### src/verilog/spfa_pkg.sv
// Shared constants and types for the shared pin function arbiter
package spfa_pkg;

  // Port widths
  localparam int PORT_A_W = 6;
  localparam int PORT_B_W = 8;
  localparam int PIN_W = PORT_A_W + PORT_B_W;

  // Pad reset values: released, no pullup, low data
  localparam logic [PORT_A_W-1:0] PORT_A_OE_N_RST = 6'h3F;
  localparam logic [PORT_B_W-1:0] PORT_B_OE_N_RST = 8'hFF;
  localparam logic [PORT_A_W-1:0] PORT_A_ZERO = 6'h00;
  localparam logic [PORT_B_W-1:0] PORT_B_ZERO = 8'h00;

  // Reset value of synchroniser stages; an idle pin reads high through a pullup
  localparam logic [PIN_W-1:0] SYNC_RST = 14'h3FFF;

  // Cycles after reset release before any function may take a pin
  localparam logic [1:0] ARM_CYCLES = 2'h2;

  // Bit positions of the special-function lines within port A
  localparam int LINE_TIMER_EXT_CLOCK_IRQ = 2;
  localparam int LINE_RST = 3;
  localparam int LINE_CLK_OUT = 4;
  localparam int LINE_CLK_IN = 5;

  // Which function owns a pin
  typedef enum logic [3:0] {
    OWN_GPIO,
    OWN_ANALOG,
    OWN_TIMER_CH,
    OWN_TIMER_CLK,
    OWN_KEYPAD,
    OWN_EXT_IRQ,
    OWN_EXT_RST,
    OWN_CLK_OUT,
    OWN_CLK_IN
  } spfa_owner_t;

endpackage

### src/verilog/spfa_sync.sv
`timescale 1ns/1ps
`default_nettype none
// Two-stage synchroniser for asynchronous pin levels
module spfa_sync #(
  parameter int W = 14
) (
  // Clock and reset
  input wire logic clk,
  input wire logic arst_n,
  // Raw and synchronised levels
  input wire logic [W-1:0] asyncIn,
  output logic [W-1:0] syncOut
);

  logic [W-1:0] meta_q;
  logic [W-1:0] stable_q;

  // First stage feeds only the second stage
  always_ff @(posedge clk or negedge arst_n)
  begin
    if (!arst_n)
    begin
      meta_q <= spfa_pkg::SYNC_RST[W-1:0];
      stable_q <= spfa_pkg::SYNC_RST[W-1:0];
    end
    else
    begin
      meta_q <= asyncIn;
      stable_q <= meta_q;
    end
  end

  assign syncOut = stable_q;

endmodule
`default_nettype wire

### src/verilog/spfa_pad_bank.sv
`timescale 1ns/1ps
`default_nettype none
// Registered pad drivers for one port: data, active-low enable, pullup
module spfa_pad_bank #(
  parameter int W = 6
) (
  // Clock and reset
  input wire logic clk,
  input wire logic arst_n,
  // Requested pad state from the arbiter
  input wire logic [W-1:0] driveReq,
  input wire logic [W-1:0] valueReq,
  input wire logic [W-1:0] pullReq,
  // Pad side
  output logic [W-1:0] padOut,
  output logic [W-1:0] padOeN,
  output logic [W-1:0] padPullup
);

  logic [W-1:0] out_q;
  logic [W-1:0] oeN_q;
  logic [W-1:0] pull_q;

  // Reset releases every pad; a driven pad never also pulls up
  always_ff @(posedge clk or negedge arst_n)
  begin
    if (!arst_n)
    begin
      out_q <= '0;
      oeN_q <= '1;
      pull_q <= '0;
    end
    else
    begin
      out_q <= valueReq & driveReq;
      oeN_q <= ~driveReq;
      pull_q <= pullReq & ~driveReq;
    end
  end

  assign padOut = out_q;
  assign padOeN = oeN_q;
  assign padPullup = pull_q;

endmodule
`default_nettype wire

### src/verilog/spfa_arbiter.sv
`timescale 1ns/1ps
`default_nettype none
module spfa_arbiter (
  // Clock and reset
  input wire logic clk,
  input wire logic arst_n,
  // Variant straps
  input wire logic adcPresent,
  input wire logic portBPresent,
  // Function enables
  input wire logic [3:0] analogEn,
  input wire logic [1:0] timerChEn,
  input wire logic timerClkEn,
  input wire logic [5:0] keypadEn,
  input wire logic extIrqEn,
  input wire logic extRstEn,
  input wire logic clockInPinEn,
  // Oscillator controls and clocks
  input wire logic xtalSel,
  input wire logic clockOutPinEnable,
  input wire logic xtalAmpOut,
  input wire logic intClkOut,
  // Timer channel drive
  input wire logic [1:0] timerChOut,
  input wire logic [1:0] timerChOutEn,
  // General-purpose data, direction and pullups
  input wire logic [5:0] gpioAOut,
  input wire logic [5:0] gpioADir,
  input wire logic [5:0] portAPullupEnable,
  input wire logic [7:0] gpioBOut,
  input wire logic [7:0] gpioBDir,
  input wire logic [7:0] portBPullupEnable,
  // Port A pads
  input wire logic [5:0] portAIn,
  output logic [5:0] portAOut,
  output logic [5:0] portAOeN,
  output logic [5:0] portAPullup,
  // Port B pads
  input wire logic [7:0] portBIn,
  output logic [7:0] portBOut,
  output logic [7:0] portBOeN,
  output logic [7:0] portBPullup,
  // Pin levels back to the functions
  output logic [5:0] gpioAIn,
  output logic [7:0] gpioBIn,
  output logic [5:0] keypadWakeIn,
  output logic [1:0] timerChIn,
  output logic timerClkIn,
  output logic extIrqIn_n,
  output logic extRstIn_n,
  output logic clockInPin,
  output logic [3:0] analogSel
);

  // First enabled candidate wins, GPIO is the fallback
  function automatic spfa_pkg::spfa_owner_t pick(
    input logic en0,
    input spfa_pkg::spfa_owner_t own0,
    input logic en1,
    input spfa_pkg::spfa_owner_t own1,
    input logic en2,
    input spfa_pkg::spfa_owner_t own2
  );
    spfa_pkg::spfa_owner_t res;
    res = spfa_pkg::OWN_GPIO;
    if (en0)
      res = own0;
    else if (en1)
      res = own1;
    else if (en2)
      res = own2;
    return res;
  endfunction

  // Reset release: functions wait until the arm counter expires
  logic [1:0] armCnt_q;
  logic [1:0] armCnt_d;
  logic armed;

  assign armed = (armCnt_q == spfa_pkg::ARM_CYCLES);
  assign armCnt_d = armed ? armCnt_q : armCnt_q + 2'h1;

  always_ff @(posedge clk or negedge arst_n)
  begin
    if (!arst_n)
      armCnt_q <= 2'h0;
    else
      armCnt_q <= armCnt_d;
  end

  // Straps are level inputs from outside; caught after release only
  logic [1:0] strapSync;

  spfa_sync #(
    .W(2)
  ) u_strap_sync (
    .clk(clk),
    .arst_n(arst_n),
    .asyncIn({adcPresent, portBPresent}),
    .syncOut(strapSync)
  );

  logic adcOk;
  logic portBOk;
  assign adcOk = strapSync[1];
  assign portBOk = strapSync[0];

  // Pin levels are asynchronous; two stages before any use
  logic [13:0] pinSync;

  spfa_sync #(
    .W(spfa_pkg::PIN_W)
  ) u_pin_sync (
    .clk(clk),
    .arst_n(arst_n),
    .asyncIn({portBIn, portAIn}),
    .syncOut(pinSync)
  );

  logic [5:0] pinA;
  logic [7:0] pinB;
  assign pinA = pinSync[5:0];
  assign pinB = pinSync[13:6];

  // Effective enables, gated by the arm window and, for analog only, by variant
  logic [3:0] anaOn;
  logic [1:0] tchOn;
  logic [5:0] kbdOn;
  logic tclkOn;
  logic irqOn;
  logic rstOn;
  logic oscOutOn;
  logic oscInOn;

  assign anaOn = analogEn & {4{adcOk & armed}};
  assign tchOn = timerChEn & {2{armed}};
  assign kbdOn = keypadEn & {6{armed}};
  assign tclkOn = timerClkEn & armed;
  assign irqOn = extIrqEn & armed;
  assign rstOn = extRstEn & armed;
  assign oscOutOn = (xtalSel | clockOutPinEnable) & armed;
  assign oscInOn = clockInPinEn & armed;

  // Owner of each port A line
  spfa_pkg::spfa_owner_t own [6];

  assign own[0] = pick(anaOn[0], spfa_pkg::OWN_ANALOG, tchOn[0], spfa_pkg::OWN_TIMER_CH,
    kbdOn[0], spfa_pkg::OWN_KEYPAD);
  assign own[1] = pick(anaOn[1], spfa_pkg::OWN_ANALOG, tchOn[1], spfa_pkg::OWN_TIMER_CH,
    kbdOn[1], spfa_pkg::OWN_KEYPAD);
  assign own[2] = pick(irqOn, spfa_pkg::OWN_EXT_IRQ, kbdOn[2], spfa_pkg::OWN_KEYPAD,
    tclkOn, spfa_pkg::OWN_TIMER_CLK);
  assign own[3] = pick(rstOn, spfa_pkg::OWN_EXT_RST, kbdOn[3], spfa_pkg::OWN_KEYPAD,
    1'b0, spfa_pkg::OWN_GPIO);
  assign own[4] = pick(oscOutOn, spfa_pkg::OWN_CLK_OUT, anaOn[2], spfa_pkg::OWN_ANALOG,
    kbdOn[4], spfa_pkg::OWN_KEYPAD);
  assign own[5] = pick(oscInOn, spfa_pkg::OWN_CLK_IN, anaOn[3], spfa_pkg::OWN_ANALOG,
    kbdOn[5], spfa_pkg::OWN_KEYPAD);

  // Clock source for line 4: crystal amplifier wins over internal clock
  logic clkOutVal;
  assign clkOutVal = xtalSel ? xtalAmpOut : intClkOut;

  // Port A drive requests per owner
  logic [5:0] aDrive;
  logic [5:0] aValue;
  logic [5:0] aPull;

  always_comb
  begin
    for (int i = 0; i < spfa_pkg::PORT_A_W; i++)
    begin
      aDrive[i] = 1'b0;
      aValue[i] = 1'b0;
      aPull[i] = portAPullupEnable[i];
      case (own[i])
        spfa_pkg::OWN_GPIO:
        begin
          aDrive[i] = gpioADir[i] & armed;
          aValue[i] = gpioAOut[i];
        end
        spfa_pkg::OWN_ANALOG:
          aPull[i] = 1'b0; // Pullup would bias the analog sample
        spfa_pkg::OWN_TIMER_CH:
        begin
          aDrive[i] = timerChOutEn[i % 2];
          aValue[i] = timerChOut[i % 2];
        end
        spfa_pkg::OWN_EXT_IRQ, spfa_pkg::OWN_EXT_RST:
          aPull[i] = 1'b1; // Internal pullup keeps the line inactive
        spfa_pkg::OWN_CLK_OUT:
        begin
          aDrive[i] = 1'b1;
          aValue[i] = clkOutVal;
        end
        spfa_pkg::OWN_CLK_IN:
          aPull[i] = 1'b0;
        default:
          aDrive[i] = 1'b0;
      endcase
    end
    // Line 2 is input only when left to GPIO
    if (own[spfa_pkg::LINE_TIMER_EXT_CLOCK_IRQ] == spfa_pkg::OWN_GPIO)
      aDrive[spfa_pkg::LINE_TIMER_EXT_CLOCK_IRQ] = 1'b0;
  end

  // Port B is pure GPIO and vanishes on the small package
  logic [7:0] bDrive;
  logic [7:0] bPull;
  assign bDrive = gpioBDir & {8{armed & portBOk}};
  assign bPull = portBPullupEnable & {8{portBOk & armed}};

  spfa_pad_bank #(
    .W(spfa_pkg::PORT_A_W)
  ) u_pad_a (
    .clk(clk),
    .arst_n(arst_n),
    .driveReq(aDrive),
    .valueReq(aValue),
    .pullReq(aPull),
    .padOut(portAOut),
    .padOeN(portAOeN),
    .padPullup(portAPullup)
  );

  spfa_pad_bank #(
    .W(spfa_pkg::PORT_B_W)
  ) u_pad_b (
    .clk(clk),
    .arst_n(arst_n),
    .driveReq(bDrive),
    .valueReq(gpioBOut),
    .pullReq(bPull),
    .padOut(portBOut),
    .padOeN(portBOeN),
    .padPullup(portBPullup)
  );

  // Returned levels: a function other than GPIO that does not own a pin sees its idle level
  logic [5:0] kbd_d;
  logic [1:0] tch_d;
  logic [3:0] ana_d;
  logic [5:0] gpioA_d;
  logic [7:0] gpioB_d;
  logic timer_ext_clock_d;
  logic irq_d;
  logic rst_d;
  logic cin_d;

  always_comb
  begin
    for (int i = 0; i < spfa_pkg::PORT_A_W; i++)
    begin
      kbd_d[i] = (own[i] == spfa_pkg::OWN_KEYPAD) ? pinA[i] : 1'b1;
      gpioA_d[i] = pinA[i]; // Readback always shows the pin
    end
    for (int j = 0; j < 2; j++)
      tch_d[j] = (own[j] == spfa_pkg::OWN_TIMER_CH) & pinA[j];
  end

  assign ana_d[0] = (own[0] == spfa_pkg::OWN_ANALOG);
  assign ana_d[1] = (own[1] == spfa_pkg::OWN_ANALOG);
  assign ana_d[2] = (own[4] == spfa_pkg::OWN_ANALOG);
  assign ana_d[3] = (own[5] == spfa_pkg::OWN_ANALOG);
  assign timer_ext_clock_d = (own[2] == spfa_pkg::OWN_TIMER_CLK) & pinA[2];
  assign irq_d = (own[2] == spfa_pkg::OWN_EXT_IRQ) ? pinA[2] : 1'b1;
  assign rst_d = (own[3] == spfa_pkg::OWN_EXT_RST) ? pinA[3] : 1'b1;
  assign cin_d = (own[5] == spfa_pkg::OWN_CLK_IN) & pinA[5];
  assign gpioB_d = pinB & {8{portBOk}};

  // Function-side outputs come from flops
  logic [5:0] kbd_q;
  logic [1:0] tch_q;
  logic [3:0] ana_q;
  logic [5:0] gpioA_q;
  logic [7:0] gpioB_q;
  logic timer_ext_clock_q;
  logic irq_q;
  logic rst_q;
  logic cin_q;

  always_ff @(posedge clk or negedge arst_n)
  begin
    if (!arst_n)
    begin
      kbd_q <= 6'h3F;
      tch_q <= 2'h0;
      ana_q <= 4'h0;
      gpioA_q <= spfa_pkg::PORT_A_ZERO;
      gpioB_q <= spfa_pkg::PORT_B_ZERO;
      timer_ext_clock_q <= 1'b0;
      irq_q <= 1'b1;
      rst_q <= 1'b1;
      cin_q <= 1'b0;
    end
    else
    begin
      kbd_q <= kbd_d;
      tch_q <= tch_d;
      ana_q <= ana_d;
      gpioA_q <= gpioA_d;
      gpioB_q <= gpioB_d;
      timer_ext_clock_q <= timer_ext_clock_d;
      irq_q <= irq_d;
      rst_q <= rst_d;
      cin_q <= cin_d;
    end
  end

  assign keypadWakeIn = kbd_q;
  assign timerChIn = tch_q;
  assign analogSel = ana_q;
  assign gpioAIn = gpioA_q;
  assign gpioBIn = gpioB_q;
  assign timerClkIn = timer_ext_clock_q;
  assign extIrqIn_n = irq_q;
  assign extRstIn_n = rst_q;
  assign clockInPin = cin_q;

endmodule
`default_nettype wire

### config.mk
export PLATFORM = sky130hd
export DESIGN_NAME = spfa_arbiter
export DESIGN_NICKNAME = d
export VERILOG_FILES = /design/src/verilog/spfa_pkg.sv /design/src/verilog/spfa_sync.sv /design/src/verilog/spfa_pad_bank.sv /design/src/verilog/spfa_arbiter.sv
export SDC_FILE = /design/constraint.sdc
export NUM_CORES = 1
export LEC_CHECK = 0
export ABC_CLOCK_PERIOD_IN_PS = 1600
export BUFFER_PORTS_ARGS = -buffer_cell sky130_fd_sc_hd__buf_2
export CAP_MARGIN = 20
export CORE_UTILIZATION = 46
export CTS_CLUSTER_DIAMETER = 200
export CTS_CLUSTER_SIZE = 30
export DETAILED_ROUTE_END_ITERATION = 7
export PLACE_DENSITY_LB_ADDON = 0.3
export SLEW_MARGIN = 5
export SYNTH_ARGS = -nofsm -noshare
export SYNTH_HDL_FRONTEND = slang
export SYNTH_SLANG_ARGS = --single-unit
### constraint.sdc
create_clock -name clk -period 1.6 [get_ports clk]
set_input_delay 0.08 -clock clk [delete_from_list [all_inputs] [get_ports clk]]
set_output_delay 0.08 -clock clk [all_outputs]
set_load 0.02 [all_outputs]
==> flow_metrics.tcl <==
set metrics [dict create \
    cp-start-kind "flip-flop" \
    hold_slack_ns 0.0274 \
    outcome "finished clean" \
    comb_power_share_pct 12.0 \
    power.leakage_nw 2.63 \
    via_per_inst 4.64 \
    whs_path_depth 3 \
    clock_latency_ns 0.35 \
    first_global_vias 2540 \
    worst-path-buf-inv 2 \
    critPathTopFamily "flip-flops" \
    finalWorstSetupSlack_ns 0.175 \
    synth_seq_cells 106 \
    yosys_warnings 0 \
    clkSinkCount 106 \
    cp-end-kind "flip-flop" \
    worstPathMaxFanout 19 \
    grt_max_degree 37 \
    grt_overflow 0 \
    synthDistinctLibCells 36 \
    switching_share_pct 24.0 \
    vias 2615 \
    clock_path_buffers 2 \
    initial_utilization_pct 47.6 \
    seqPwrFrac_pct 55.1 \
    hold_viol_final 0 \
    rsz0062_at_grt "false" \
    maxCapViolCount 0 \
    cpPeakStageDelay_ns 0.40 \
    path_cells "inv_1 > ha_1 > buf_12 > nand2b_1 > a21oi_1 > and3_1" \
    fmax_mhz 702 \
    hpwl_um 4980 \
    timing.rr.start "armCnt_q[0]" \
    peakVddDrop_uv 787 \
    synthesis.area_mm2 0.00343 \
    grt_pass1_wl_um 11500 \
    globalplace.congestion 0.729 \
    fin_tns_setup_ns 0 \
    grt_usage_pct 20.3 \
    rr_worst_depth 6 \
    rows 31 \
    cts_tree "yes" \
    slowest_stage "dfrtp_1" \
    yosysSeqAreaShare_pct 79.3 \
    die_area_mm2 0.00781 \
    period_share_pct 89.1 \
    wl_um 8050 \
    area_delta_synth_final_pct 54.6 \
    die_h_um 88.4 \
    worstPathArrival_ns 1.71 \
    fp.dieW_um 88.4 \
    htreeDepth 3 \
    n_fill_cell 488 \
    setup_viol 0 \
    antenna_cells 0 \
    place_ws_ns 0.233 \
    reg2reg_slack_ns 0.18 \
    num_io_pins 156 \
    final_max_slew_viol_count 0 \
    syn_inst 223 \
    clk_pin_slew_ns 0.10 \
    drtIter0Drc 100 \
    p_per_area_mw_per_mm2 991 \
    reg2reg_to "u_pad_a.padOut[5]" \
    wl_per_cell_um 14.3 \
    fp.coreArea_mm2 0.00721 \
    syn_area_per_cell_um2 15.4 \
    p_switching_w 0.00126 \
    antenna_found_initial 0 \
    cts_inserted_buffers 9 \
    drt.antenna.violating_nets 0 \
    portBuffers 153 \
    fin_crit_ns 1.42 \
    drc 0 \
    path_class "flip-flop to flip-flop" \
    fin_skew_ns 0.00944 \
    hold_path_startpoint "gpioAOut[0]" \
    internal-power_w 0.00400 \
    holdPathEnd "u_pad_a.padOut[0]" \
    clkPwrFrac_pct 32.9 \
    hold_path_class "input pin to flip-flop" \
    first_pass_iters 4 \
    synth_nets 308 \
    cts-root-buf "clkbuf_8" \
    fin_nets 545 \
    drive_above_1_share_pct 50.1 \
    worstPathRequired_ns 1.89 \
    cts-resized-gates 0 \
]
## power by group through the flow
stage	clock, W	combinational [W]	sequential, W
final	0.00173	0.000632	0.00290
after global routing	0.00187	0.000685	0.00291
after CTS	0.00177	0.000626	0.00290
after detailed placement	0	0.000490	0.00294
after global placement	0	0.000479	0.00294
after floorplan	0	0.0000957	0.00305
## worst max path at each step
stage / start / cells past startpoint / slack [ns] / to
after floorplan: armCnt_q[0] / 5 / 0.40 / u_pad_b.padOut[5]
after global placement: armCnt_q[0] / 5 / 0.30 / u_pad_b.padOut[6]
after detailed placement: armCnt_q[0] / 5 / 0.23 / u_pad_b.padPullup[7]
after CTS: armCnt_q[0] / 5 / 0.21 / u_pad_b.padPullup[7]
after global routing: armCnt_q[0] / 6 / 0.08 / u_pad_a.padOut[1]
final: armCnt_q[0] / 6 / 0.18 / u_pad_a.padOut[5]
## cell usage in the layout, fill, tap and decap left out, drive strengths merged, types with 5 or more instances in the layout
cell and n:
and3 14, a21boi 6, nand2 25, nand3 5
nor3b 10, inv 6, dlygate4sd3 72, nor2 6
buf 158, a21oi 5, dfrtp 52, clkbuf 10
and2 10, dfstp 54
## through the flow
stage / utilization (%) / power (W) / area (µm²) / std cells
floorplan: - / 0.00315 / 3430 / 223
global placement: 60.6 / 0.00342 / 4370 / 476
detailed placement: 60.6 / 0.00343 / 4370 / 476
CTS: 73.6 / 0.00530 / 5310 / 564
global route: 73.6 / 0.00547 / 5310 / 564
finish: 73.6 / 0.00526 / 5310 / 564
## worst min-delay path: stages
cell,delay (ns)
buf_2,0.11
nand4bb_1,0.10
a21oi_1,0.07
## sequential cells by signal, indices dropped and copies added, names as in the netlist, 8 cells and up
register	flops
u_pin_sync.meta_q	14
gpioBIn	8
u_pad_b.padOeN	8
u_pad_b.padOut	8
u_pin_sync.syncOut	14
u_pad_b.padPullup	8
## per-layer routing
metal	GRT usage, %	vias up	routed length [µm]
met5	0	-	0
met4	8.80	0	156
met3	6.25	16	679
met2	35.9	134	4090
met1	22.8	1256	3120
li1	-	1209	-
## timing repair
item / CTS / global route
hold endpoints to repair: 99 / 0
buffers inserted: 0 / 0
hold buffers: 72 / 0
## cells in the mapped netlist
master     instances  area [µm²]
and2_4             1        8.76
nand2_2            1        6.26
xnor2_1            1        8.76
nand2b_1           2        12.5
and3_1            14        87.6
a21boi_1           4        30.0
a211oi_2           1        12.5
dfrtp_1           52        1300
nand4b_1           1        8.76
inv_1              2        7.51
a21o_1             1        7.51
buf_4              1        7.51
dfstp_2           54        1420
o21ai_1            2        10.0
and2_1             9        56.3
nand3b_1           4        30.0
nand3_1            5        25.0
nand4bb_1          2        22.5
a21boi_2           2        22.5
nor3_1             1        5.00
and4b_1            1        10.0
o21a_1             1        7.51
or3b_1             2        17.5
o21ai_0            2        10.0
ha_1               1        12.5
a21oi_1            5        25.0
buf_2              2        10.0
conb_1             2        7.51
nand2_1           24        90.1
and4_1             1        8.76
a211o_1            1        8.76
o31ai_1            1        7.51
nor2b_1            3        18.8
nor2_1             6        22.5
buf_6              1        11.3
nor3b_1           10        75.1
## final cells by class
class / count / area, µm² / share of cell area [%]
Tap cell: 99 / 124 / 2.33
Sequential cell: 106 / 2720 / 51.2
Timing Repair Buffer: 230 / 1560 / 29.5
Clock inverter: 6 / 67.6 / 1.27
Multi-Input combinational cell: 111 / 676 / 12.7
Clock buffer: 10 / 149 / 2.81
Inverter: 2 / 7.51 / 0.141
## kinds of logic (layout without fill, tap and decap cells)
family          after synthesis  count (layout)  share of synthesized area (%)
simple gates                 87              87                           14.7
xor+xnor                      1               1                          0.255
flops                       106             106                           79.3
other cells                   2               2                          0.219
fa+ha+maj                     1               1                          0.365
buf+inv                       6             248                           1.06
compound gates               20              20                           4.12
(Power assumes the default switching activity.)
